`src/shared/smw_pkg.sv`:
```
// Purpose: constants for the static memory wait-state and reload block
// Assumes: AXI4-Lite register access, 32-bit data
// Notes:   register offsets are byte addresses
package smw_pkg;
    localparam int unsigned ADDR_W        = 8;
    localparam int unsigned CS_W          = 2;
    localparam logic [7:0]  OFF_CS_SETUP  = 8'h00;
    localparam logic [7:0]  OFF_CS_PULSE  = 8'h04;
    localparam logic [7:0]  OFF_CS_CYCLE  = 8'h08;
    localparam logic [7:0]  OFF_CS_MODE   = 8'h0c;
    localparam logic [7:0]  CS_STRIDE     = 8'h10;
    localparam logic [7:0]  OFF_SCRAMBLE_KEY_PART1      = 8'h84;
    localparam logic [7:0]  OFF_SCRAMBLE_KEY_PART2      = 8'h88;
    localparam logic [7:0]  OFF_CTRL      = 8'h90;
    localparam logic [7:0]  OFF_STATUS    = 8'h94;
    localparam logic [31:0] KEY_RESET     = 32'h0000_0000;
    localparam int unsigned CTRL_SCR_BIT  = 0;
    localparam int unsigned CTRL_SLOW_BIT = 1;
    localparam logic [1:0]  RESP_OKAY     = 2'b00;
    localparam logic [1:0]  RESP_SLVERR   = 2'b10;
    typedef enum logic [2:0] {
        SMW_IDLE, SMW_CSWAIT, SMW_RELOAD, SMW_TURN, SMW_ACCESS
    } smw_state_type;
endpackage

```
`src/core/smw_core.sv`:
```
// Purpose: wait-state insertion, configuration reload and scrambling keys
// Assumes: one clock, synchronous active-low reset, 4 chip selects
// Notes:   external access is modelled by a request/done handshake
//
// Design decision made here: register access over AXI4-Lite.
`timescale 1ns/1ps
`default_nettype none
// Operation
// - after a mode register write one reload wait state precedes the next access to the same chip select.
// - a reload wait state is never added on top of a chip-select wait state.
// - a change of chip select across a reconfiguration gives one chip-select wait state only.
// - the same chip select across a mode write gives a reload wait state, whatever chip select was written.
// - only mode register writes and changes of the slow bit mark a reload pending; timing register writes do not.
// - entering or leaving slow clock mode gives a reload wait state before the next access to the same chip select.
// - one wait cycle always sits between a read and a following write.
// - key part two takes only the first write after reset and resets to zero.
// - with scrambling on, data is scrambled by key parts one and two together.
module smw_core
    import smw_pkg::*;
#(
    parameter int unsigned NUM_CS = 4
) (
    // clock and reset
    input  wire logic              aclk,
    input  wire logic              aresetn,
    // axi4-lite write
    input  wire logic [ADDR_W-1:0] s_axi_awaddr,
    input  wire logic              s_axi_awvalid,
    output logic                   s_axi_awready,
    input  wire logic [31:0]       s_axi_wdata,
    input  wire logic [3:0]        s_axi_wstrb,
    input  wire logic              s_axi_wvalid,
    output logic                   s_axi_wready,
    output logic [1:0]             s_axi_bresp,
    output logic                   s_axi_bvalid,
    input  wire logic              s_axi_bready,
    // axi4-lite read
    input  wire logic [ADDR_W-1:0] s_axi_araddr,
    input  wire logic              s_axi_arvalid,
    output logic                   s_axi_arready,
    output logic [31:0]            s_axi_rdata,
    output logic [1:0]             s_axi_rresp,
    output logic                   s_axi_rvalid,
    input  wire logic              s_axi_rready,
    // external access request
    input  wire logic              acc_req,
    input  wire logic [CS_W-1:0]   acc_cs,
    input  wire logic              acc_write,
    input  wire logic [31:0]       acc_wdata,
    output logic                   acc_ack,
    output logic                   mem_start,
    output logic [CS_W-1:0]        mem_cs,
    output logic                   mem_write,
    output logic [31:0]            mem_wdata,
    input  wire logic              mem_done,
    // timing set in force and status
    output logic [31:0]            act_setup,
    output logic [31:0]            act_pulse,
    output logic [31:0]            act_cycle,
    output logic [31:0]            act_mode,
    output logic                   reload_wait
);
    // address decode and the parameter copy are built for four chip selects only
    if (NUM_CS != 4) begin : g_bad_cs
        $error("smw_core supports exactly 4 chip selects");
    end

    logic [31:0] cfg_reg [4*NUM_CS];
    logic [31:0] cfg_next [4*NUM_CS];
    logic [31:0] scramble_key_part1_reg, scramble_key_part1_next, scramble_key_part2_reg, scramble_key_part2_next;
    logic        scramble_key_part2_lock_reg, scramble_key_part2_lock_next;
    logic        scr_en_reg, scr_en_next, slow_reg, slow_next;
    logic        pend_reg, pend_next;
    logic        aw_reg, aw_next, w_reg, w_next, b_reg, b_next, r_reg, r_next;
    logic [ADDR_W-1:0] awa_reg, awa_next;
    logic [31:0] wd_reg, wd_next, rd_reg, rd_next;
    logic [1:0]  br_reg, br_next, rr_reg, rr_next;
    smw_state_type st_reg, st_next;
    logic [CS_W-1:0] last_cs_reg, last_cs_next, cur_cs_reg, cur_cs_next;
    logic        last_rd_reg, last_rd_next, any_acc_reg, any_acc_next;
    logic        cur_wr_reg, cur_wr_next;
    logic [31:0] cur_wd_reg, cur_wd_next;
    logic [31:0] act_reg [4];
    logic [31:0] act_next [4];
    logic        do_wr, mode_wr;

    function automatic logic [31:0] scramble(input logic [31:0] d, input logic [CS_W-1:0] cs);
        scramble = d ^ scramble_key_part1_reg ^ {scramble_key_part2_reg[15:0], scramble_key_part2_reg[31:16]} ^ {30'h0, cs};
    endfunction

    function automatic logic is_mode(input logic [ADDR_W-1:0] a);
        is_mode = (a < 8'h40) && (a[3:0] == OFF_CS_MODE[3:0]);
    endfunction

    assign s_axi_awready = !aw_reg && !b_reg;
    assign s_axi_wready  = !w_reg && !b_reg;
    assign s_axi_bvalid  = b_reg;
    assign s_axi_bresp   = br_reg;
    assign s_axi_arready = !r_reg;
    assign s_axi_rvalid  = r_reg;
    assign s_axi_rdata   = rd_reg;
    assign s_axi_rresp   = rr_reg;
    assign do_wr   = aw_reg && w_reg && !b_reg;
    assign mode_wr = do_wr && is_mode(awa_reg);

    always_comb begin
        aw_next = aw_reg; w_next = w_reg; b_next = b_reg; r_next = r_reg;
        awa_next = awa_reg; wd_next = wd_reg; br_next = br_reg;
        rd_next = rd_reg; rr_next = rr_reg;
        scramble_key_part1_next = scramble_key_part1_reg; scramble_key_part2_next = scramble_key_part2_reg; scramble_key_part2_lock_next = scramble_key_part2_lock_reg;
        scr_en_next = scr_en_reg; slow_next = slow_reg;
        for (int i = 0; i < 4*NUM_CS; i++) begin
            cfg_next[i] = cfg_reg[i];
        end
        if (s_axi_awvalid && s_axi_awready) begin
            aw_next = 1'b1;
            awa_next = s_axi_awaddr;
        end
        if (s_axi_wvalid && s_axi_wready) begin
            w_next = 1'b1;
            wd_next = s_axi_wdata;
        end
        if (do_wr) begin
            aw_next = 1'b0; w_next = 1'b0; b_next = 1'b1; br_next = RESP_OKAY;
            if (awa_reg < 8'h40 && awa_reg[1:0] == 2'b00) begin
                cfg_next[awa_reg[5:2]] = wd_reg;
            end else if (awa_reg == OFF_SCRAMBLE_KEY_PART1) begin
                scramble_key_part1_next = wd_reg;
            end else if (awa_reg == OFF_SCRAMBLE_KEY_PART2) begin
                if (!scramble_key_part2_lock_reg) begin
                    scramble_key_part2_next = wd_reg;
                    scramble_key_part2_lock_next = 1'b1;
                end
            end else if (awa_reg == OFF_CTRL) begin
                scr_en_next = wd_reg[CTRL_SCR_BIT];
                slow_next = wd_reg[CTRL_SLOW_BIT];
            end else begin
                br_next = RESP_SLVERR;
            end
        end
        if (b_reg && s_axi_bready) b_next = 1'b0;
        if (s_axi_arvalid && s_axi_arready) begin
            r_next = 1'b1; rr_next = RESP_OKAY; rd_next = 32'h0000_0000;
            if (s_axi_araddr < 8'h40 && s_axi_araddr[1:0] == 2'b00) begin
                rd_next = cfg_reg[s_axi_araddr[5:2]];
            end else if (s_axi_araddr == OFF_CTRL) begin
                rd_next = {30'h0, slow_reg, scr_en_reg};
            end else if (s_axi_araddr == OFF_STATUS) begin
                rd_next = {28'h0, scramble_key_part2_lock_reg, (st_reg == SMW_RELOAD), pend_reg, (st_reg != SMW_IDLE)};
            end else if (s_axi_araddr != OFF_SCRAMBLE_KEY_PART1 && s_axi_araddr != OFF_SCRAMBLE_KEY_PART2) begin
                rr_next = RESP_SLVERR;  // keys are write-only and read zero
            end
        end
        if (r_reg && s_axi_rready) r_next = 1'b0;
    end

    // access sequencer
    always_comb begin
        st_next = st_reg; pend_next = pend_reg;
        last_cs_next = last_cs_reg; last_rd_next = last_rd_reg; any_acc_next = any_acc_reg;
        cur_cs_next = cur_cs_reg; cur_wr_next = cur_wr_reg; cur_wd_next = cur_wd_reg;
        for (int i = 0; i < 4; i++) begin
            act_next[i] = act_reg[i];
        end
        acc_ack = 1'b0; mem_start = 1'b0;
        if (mode_wr) pend_next = 1'b1;
        if (slow_next != slow_reg) pend_next = 1'b1;
        case (st_reg)
            SMW_IDLE: begin
                if (acc_req) begin
                    acc_ack = 1'b1;
                    cur_cs_next = acc_cs;
                    cur_wr_next = acc_write;
                    // scrambled at acceptance so the data output comes straight from a flop
                    cur_wd_next = scr_en_reg ? scramble(acc_wdata, acc_cs) : acc_wdata;
                    if (any_acc_reg && acc_cs != last_cs_reg) begin
                        st_next = SMW_CSWAIT;
                    end else if (pend_reg || mode_wr) begin
                        st_next = SMW_RELOAD;
                    end else if (last_rd_reg && acc_write) begin
                        st_next = SMW_TURN;
                    end else begin
                        st_next = SMW_ACCESS;
                    end
                end
            end
            SMW_CSWAIT, SMW_RELOAD, SMW_TURN: begin
                // cs wait also absorbs a pending reload and the turnaround
                for (int i = 0; i < 4; i++) begin
                    act_next[i] = cfg_reg[{cur_cs_reg, 2'(i)}];
                end
                pend_next = mode_wr || (slow_next != slow_reg);
                st_next = SMW_ACCESS;
            end
            SMW_ACCESS: begin
                mem_start = 1'b1;
                if (mem_done) begin
                    st_next = SMW_IDLE;
                    last_cs_next = cur_cs_reg; last_rd_next = !cur_wr_reg; any_acc_next = 1'b1;
                end
            end
            default: st_next = SMW_IDLE;
        endcase
    end

    assign mem_cs      = cur_cs_reg;
    assign mem_write   = cur_wr_reg;
    assign mem_wdata   = cur_wd_reg;
    assign act_setup   = act_reg[0];
    assign act_pulse   = act_reg[1];
    assign act_cycle   = act_reg[2];
    assign act_mode    = act_reg[3];
    assign reload_wait = (st_reg == SMW_RELOAD);

    always_ff @(posedge aclk) begin
        if (!aresetn) begin
            aw_reg <= 1'b0; w_reg <= 1'b0; b_reg <= 1'b0; r_reg <= 1'b0;
            awa_reg <= '0; wd_reg <= '0; br_reg <= RESP_OKAY; rd_reg <= '0; rr_reg <= RESP_OKAY;
            scramble_key_part1_reg <= KEY_RESET; scramble_key_part2_reg <= KEY_RESET; scramble_key_part2_lock_reg <= 1'b0;
            scr_en_reg <= 1'b0; slow_reg <= 1'b0; pend_reg <= 1'b0;
            st_reg <= SMW_IDLE; last_cs_reg <= '0; last_rd_reg <= 1'b0; any_acc_reg <= 1'b0;
            cur_cs_reg <= '0; cur_wr_reg <= 1'b0; cur_wd_reg <= '0;
            for (int i = 0; i < 4*NUM_CS; i++) cfg_reg[i] <= '0;
            for (int i = 0; i < 4; i++) act_reg[i] <= '0;
        end else begin
            aw_reg <= aw_next; w_reg <= w_next; b_reg <= b_next; r_reg <= r_next;
            awa_reg <= awa_next; wd_reg <= wd_next; br_reg <= br_next;
            rd_reg <= rd_next; rr_reg <= rr_next;
            scramble_key_part1_reg <= scramble_key_part1_next; scramble_key_part2_reg <= scramble_key_part2_next; scramble_key_part2_lock_reg <= scramble_key_part2_lock_next;
            scr_en_reg <= scr_en_next; slow_reg <= slow_next; pend_reg <= pend_next;
            st_reg <= st_next; last_cs_reg <= last_cs_next; last_rd_reg <= last_rd_next;
            any_acc_reg <= any_acc_next;
            cur_cs_reg <= cur_cs_next; cur_wr_reg <= cur_wr_next; cur_wd_reg <= cur_wd_next;
            for (int i = 0; i < 4*NUM_CS; i++) cfg_reg[i] <= cfg_next[i];
            for (int i = 0; i < 4; i++) act_reg[i] <= act_next[i];
        end
    end
endmodule
`default_nettype wire

```
`config.mk`:
```
export PLATFORM = sky130hd
export DESIGN_NAME = smw_core
export DESIGN_NICKNAME = d
export VERILOG_FILES = /design/src/shared/smw_pkg.sv /design/src/core/smw_core.sv
export SDC_FILE = /design/constraint.sdc
export NUM_CORES = 2
export LEC_CHECK = 0
export BUFFER_PORTS_ARGS = -buffer_cell sky130_fd_sc_hd__buf_2
export CAP_MARGIN = 0
export CORE_ASPECT_RATIO = 0.5
export CORE_MARGIN = 2
export CORE_UTILIZATION = 55
export CTS_CLUSTER_DIAMETER = 30
export DETAILED_ROUTE_END_ITERATION = 6
export GPL_TIMING_DRIVEN = 0
export PLACE_DENSITY = 0.76
export SLEW_MARGIN = 20
export SYNTH_ARGS = -nofsm -noshare
export SYNTH_HDL_FRONTEND = slang
export SYNTH_SLANG_ARGS = --single-unit
```
`constraint.sdc`:
```
create_clock -name aclk -period 2.7 [get_ports aclk]
set_input_delay 0.405 -clock aclk [delete_from_list [all_inputs] [get_ports aclk]]
set_output_delay 0.405 -clock aclk [all_outputs]
set_load 0.01 [all_outputs]
```
# After elaboration in Yosys (flattened, before gate mapping)
# Memories as Yosys holds them, arrays and structs flattened. A register that Yosys moved wholly into a read port is not among the register bits.
# Cells that the tools add are included.
[classes] n_reduce_logical=40 n_mux=65 n_eq_ne=16 bitwise=29 order_cmp=4
[ops] cell="512-bit two-way mux" count=2
[ops] cell="32-bit two-way mux" count=23
[ops] cell="512-bit bitwise mux" count=1
[ops] cell="32-bit demux with 4-bit select" count=1
[ops] cell="128-bit two-way mux" count=1
[ops] cell="32-bit bitwise XOR" count=2
[ops] cell="8-bit == test, second input constant" count=5
[ops] cell="4-bit two-way mux" count=10
[ops] cell="32-bit by 2-bit bitwise XOR with 32-bit output" count=1
[ops] cell="1-bit bitwise OR" count=20
[ops] cell="1-bit logical AND" count=17
[ops] cell="8-bit by 7-bit < comparator with 1-bit output, second input constant" count=2
[ops] cell="2-bit two-way mux" count=8
[ops] cell="8-bit != test, second input constant" count=2
[ops] cell="3-bit two-way mux" count=5
[ops] cell="1-bit two-way mux" count=13
[ops] cell="5-bit AND reduction" count=2
[ops] cell="3-bit one-hot mux with 3 select lines" count=1
[ops] cell="3-bit by 2-bit == test with 1-bit output, second input constant" count=2
[ops] cell="2-bit AND reduction" count=3
[ops] cell="3-bit nonzero test" count=2
[ops] cell="2-bit OR reduction" count=3
[ops] cell="5-bit >= comparator, second input constant" count=1
[ops] cell="1-bit logical NOT" count=5
[ops] cell="other kinds (15)" count=22
[word_totals] mem_count=2 ram_bits=640 reg_bits=190 out_inout_bits=207
[memory_table] memory="cfg_reg" depth=16 width=32 rd=21 rd_ports_with_merged_regs=4 write_ports=16 line="smw_core.sv:68" source="logic [31:0] cfg_reg [4*NUM_CS];"
[memory_table] memory="act_reg" depth=4 width=32 rd=4 rd_ports_with_merged_regs=0 write_ports=4 line="smw_core.sv:83" source="logic [31:0] act_reg [4];"

# Logic depth before layout (Yosys ltp)
[logic_depth] depth_word=9 ltp_mapped=8

# Worst setup path before layout
# Ideal clock, no wire load.
[synth_path] path_kind="input-to-reg" start="input port s_axi_araddr[2]" end="register rd_reg[27] (netlist: s_axi_rdata[27])" required_ns=2.578 n_path_buf=3 arrival_ns=1.805 path_stages=7 path_slack_ns=0.773 cell_sequence="buf_4 -> buf_6 -> buf_4 -> mux4_2 -> nand2_1 -> a21oi_1 -> a221o_1"
[synth_via] elab_chain_cells=3 elab_cells_between_ends=4 cone_classes="1 x order compare; 1 x mux; 1 x reduce/logical; 1 x memory"
[synth_rtl] element="start: declaration" line="smw_core.sv:38" source="input wire logic [ADDR_W-1:0] s_axi_araddr,"
[synth_rtl] element="8-bit by 7-bit < comparator with 1-bit output" line="smw_core.sv:144" source="if (s_axi_araddr < 8'h40 && s_axi_araddr[1:0] == 2'b00) begin"
[synth_rtl] element="1-bit logical AND" line="smw_core.sv:144"
[synth_rtl] element="32-bit two-way mux (*)" line="smw_core.sv:144"
[synth_rtl] element="end signal: assignment" line="smw_core.sv:228" source="rd_reg <= rd_next; rr_reg <= rr_next;"
[synth_rtl] element="end: declaration" line="smw_core.sv:76" source="logic [31:0] wd_reg, wd_next, rd_reg, rd_next;"
# Every way passes the cells marked *; elsewhere a longest branch is shown, timed or not.
# A chain may end at the register's enable or synchronous reset.

==> results.py <==
metrics = {
    "floorplanning": {
        "fp.dieW_um": 373,
        "dieArea_um2": 70200,
        "start_util_pct": 55.7,
        "fp.dieH_um": 188,
        "row_count": 67,
        "ios": 303,
        "core_um2": 67100,
    },
    "setup_path": {
        "worst-setup-path-type": "register to register",
        "cp.required_ps": 3240,
        "slowest_stage": "clkbuf_1",
        "crit_path_end_kind": "register",
        "worstPathArrival_ps": 3270,
        "max_stage_delay_ps": 900,
        "critical_path.most_common_cell": "clkbuf_1",
        "startpoint_type": "register",
        "path_cells": "clkbuf_1 -> clkbuf_1 -> mux4_2 -> nand2_1 -> a21oi_1",
        "critPathMaxFanout": 10,
    },
    "sta": {
        "slew_headroom_pct": 13.4,
        "fmax_ghz": 0.366,
        "worst_slack_ps": -35.8,
        "hold_viol_final": 0,
        "post-route-period-util_pct": 101,
        "fin_crit_ps": 2740,
        "skew_ps": 34.3,
        "worst_slew_pin_slew_ps": 1300,
        "report.final.setup_viol": 6,
        "slew_violations": 0,
        "rsz0062_at_grt": "false",
    },
    "global_routing": {
        "antenna_found_initial": 9,
        "grt_first_pass_wirelength_um": 211000,
        "grt_max_degree": 17,
        "grt_pass1_vias": 31900,
        "grt_usage_pct": 40.9,
        "overflow": 0,
    },
    "clock_network": {
        "cts.sinks": 830,
        "h-tree-depth": 3,
        "clockRootBuffer": "clkbuf_16",
        "clk_pin_slew_ps": 60,
        "cts_buffer_depth": 3,
        "numCtsBuffers": 109,
        "clk_latency_ps": 700,
        "cts_tree": "yes",
    },
    "place": {
        "port_buffers": 292,
        "dp_hpwl_um": 104000,
        "place_area_um2": 40000,
        "gp_congestion": 1.01,
    },
    "synth": {
        "ys_top_cells_by_area": "dfxtp_1 44%, mux4_2 15%, mux2i_1 13%",
        "synthTopCellsByCount": "830 x dfxtp_1, 732 x nand2_1, 486 x mux2i_1, 338 x nor2_1, 302 x a21oi_1",
        "ys_warn_count": 0,
        "synth-async-reset-ratio_pct": 0,
        "synth_top_area_cell": "dfxtp_1",
        "ys_types": 57,
        "synth_edf_count": 0,
        "syn_area_um2": 37400,
        "ys_seq_elements": 830,
        "ys.flop_type": "dfxtp_1",
        "netlist_instances": 3708,
        "synth_top_area_share_pct": 44.5,
        "synth.avg_cell_area_um2": 10.1,
        "synthMostInstantiatedCell": "dfxtp_1",
        "yosysSeqAreaShare_pct": 44.5,
    },
    "route": {
        "drc": 0,
        "viasPerCell": 6.56,
        "dr.pass1.iters": 7,
        "routed-via-count": 33800,
        "postRouteAntennaNets": 0,
        "wirelength_um": 148000,
        "first_iter_violations": 5079,
        "wire_per_inst_um": 28.7,
    },
    "layout": {
        "nNetsFinal": 4248,
        "largest_reg_flops": 512,
        "fin_area_um2": 44400,
        "post_route_cells_drive_above_1_share_pct": 21.3,
        "syn_to_final_growth_pct": 18.8,
    },
    "hold_path": {
        "hold_start": "acc_write",
        "min_path_type": "primary input to register",
    },
    "pwr": {
        "power_mw": 30.5,
        "power_leakage_nw": 18.3,
        "peakVddDrop_mv": 0.507,
        "power_density_nw_per_um2": 687,
    },
    "outcome": {
        "status": "finished, violations left",
        "violations": "setup timing",
    },
    "run": {
        "drv_cap": 0,
    },
}
## logic make-up after synthesis
logic type	count (synthesis)	synth area share (%)
muxes	757	28.6
xor gates and xnor gates	69	1.70
DFF	830	44.5
AOI/OAI and AO/OA	460	7.10
buffers and inverters	359	4.45
other	1	0.0100
and+or+nand+nor	1232	13.7
## metal layers
layer	vias up	track usage (%)	part of all wire, %
met4	14	22.5	6.5
met5	-	3.64	0.24
li1	14000	-	-
met1	16300	50.9	36
met3	679	19.0	16
met2	2872	58.4	41
## worst max-delay path: cells and delay by family (launching register included)
family,cells,cell delay [ps]
AO/OA/AOI/OAI,1,70
buffers and inverters,2,1560
flip-flops,1,320
multiplexers,1,520
AND/OR/NAND/NOR,1,110
## layout make-up
cell class / count / area (µm²)
Antenna cell: 12 / 30.0
Buffer: 349 / 1650
Clock buffer: 126 / 2920
Clock inverter: 78 / 1040
Fill cell: 5179 / 22700
Inverter: 9 / 33.8
Multi-Input combinational cell: 2520 / 19100
Sequential cell: 830 / 16600
Tap cell: 897 / 1120
Timing Repair Buffer: 333 / 1870
## metrics by stage
| stage | cells | setup TNS (ps) | worst slack (ps) | util [%] | hold WS [ps] |
|---|---|---|---|---|---|
| 2_1_floorplan | 3709 | 0 | 773 | - | 434 |
| 3_3_place_gp | 4898 | -66910 | -467 | 59.6 | 441 |
| 3_5_place_dp | 4898 | -64930 | -504 | 59.6 | 443 |
| 4_1_cts | 5141 | -99.8 | -99.8 | 66.1 | 1.72 |
| 5_1_grt | 5142 | 0 | 12.7 | 66.1 | 19.0 |
| 6_report | 5154 | -145 | -35.8 | 66.2 | 9.10 |
## cell usage in the layout (no fill, tap or decap), types with 30 or more instances in the layout
cell type	synthesis	layout
mux4_2	246	246
o31ai_1	32	32
dfxtp_1	830	830
mux2i_1	486	486
o21ai_0	47	47
nand4_1	40	40
nor2_1	338	337
clkbuf_16	0	110
xor2_1	67	67
nand3_1	38	38
clkbuf_1	217	212
a211oi_1	30	30
dlygate4sd3_1	0	39
buf_4	37	39
a21oi_1	302	302
buf_2	70	362
nand2_1	732	732
## where the power goes
part	switching (mW)	internal (mW)
registers	0.207	12.4
logic	1.53	0.608
clock network	6.28	9.50
total	8.02	22.5
## final timing paths
kind | slack [ps] | depth (start not counted) | endpoint
worst max register to register | -40 | 5 | act_reg[1][13]$_SDFFE_PN0P_
worst min register to register | 450 | 2 | act_reg[1][20]$_SDFFE_PN0P_
worst min-delay path | 9 | 3 | mem_write$_SDFFE_PN0P_
worst max-delay path | -40 | 5 | act_reg[1][13]$_SDFFE_PN0P_
## what timing repair did
item,CTS,global route
setup buffers,0,2
endpoints found under the hold margin,39,0
pin swaps,0,1
resized for setup,4,12
hold buffers,39,0
setup endpoints to repair,11,104
Power figures use the tool's default switching activity.
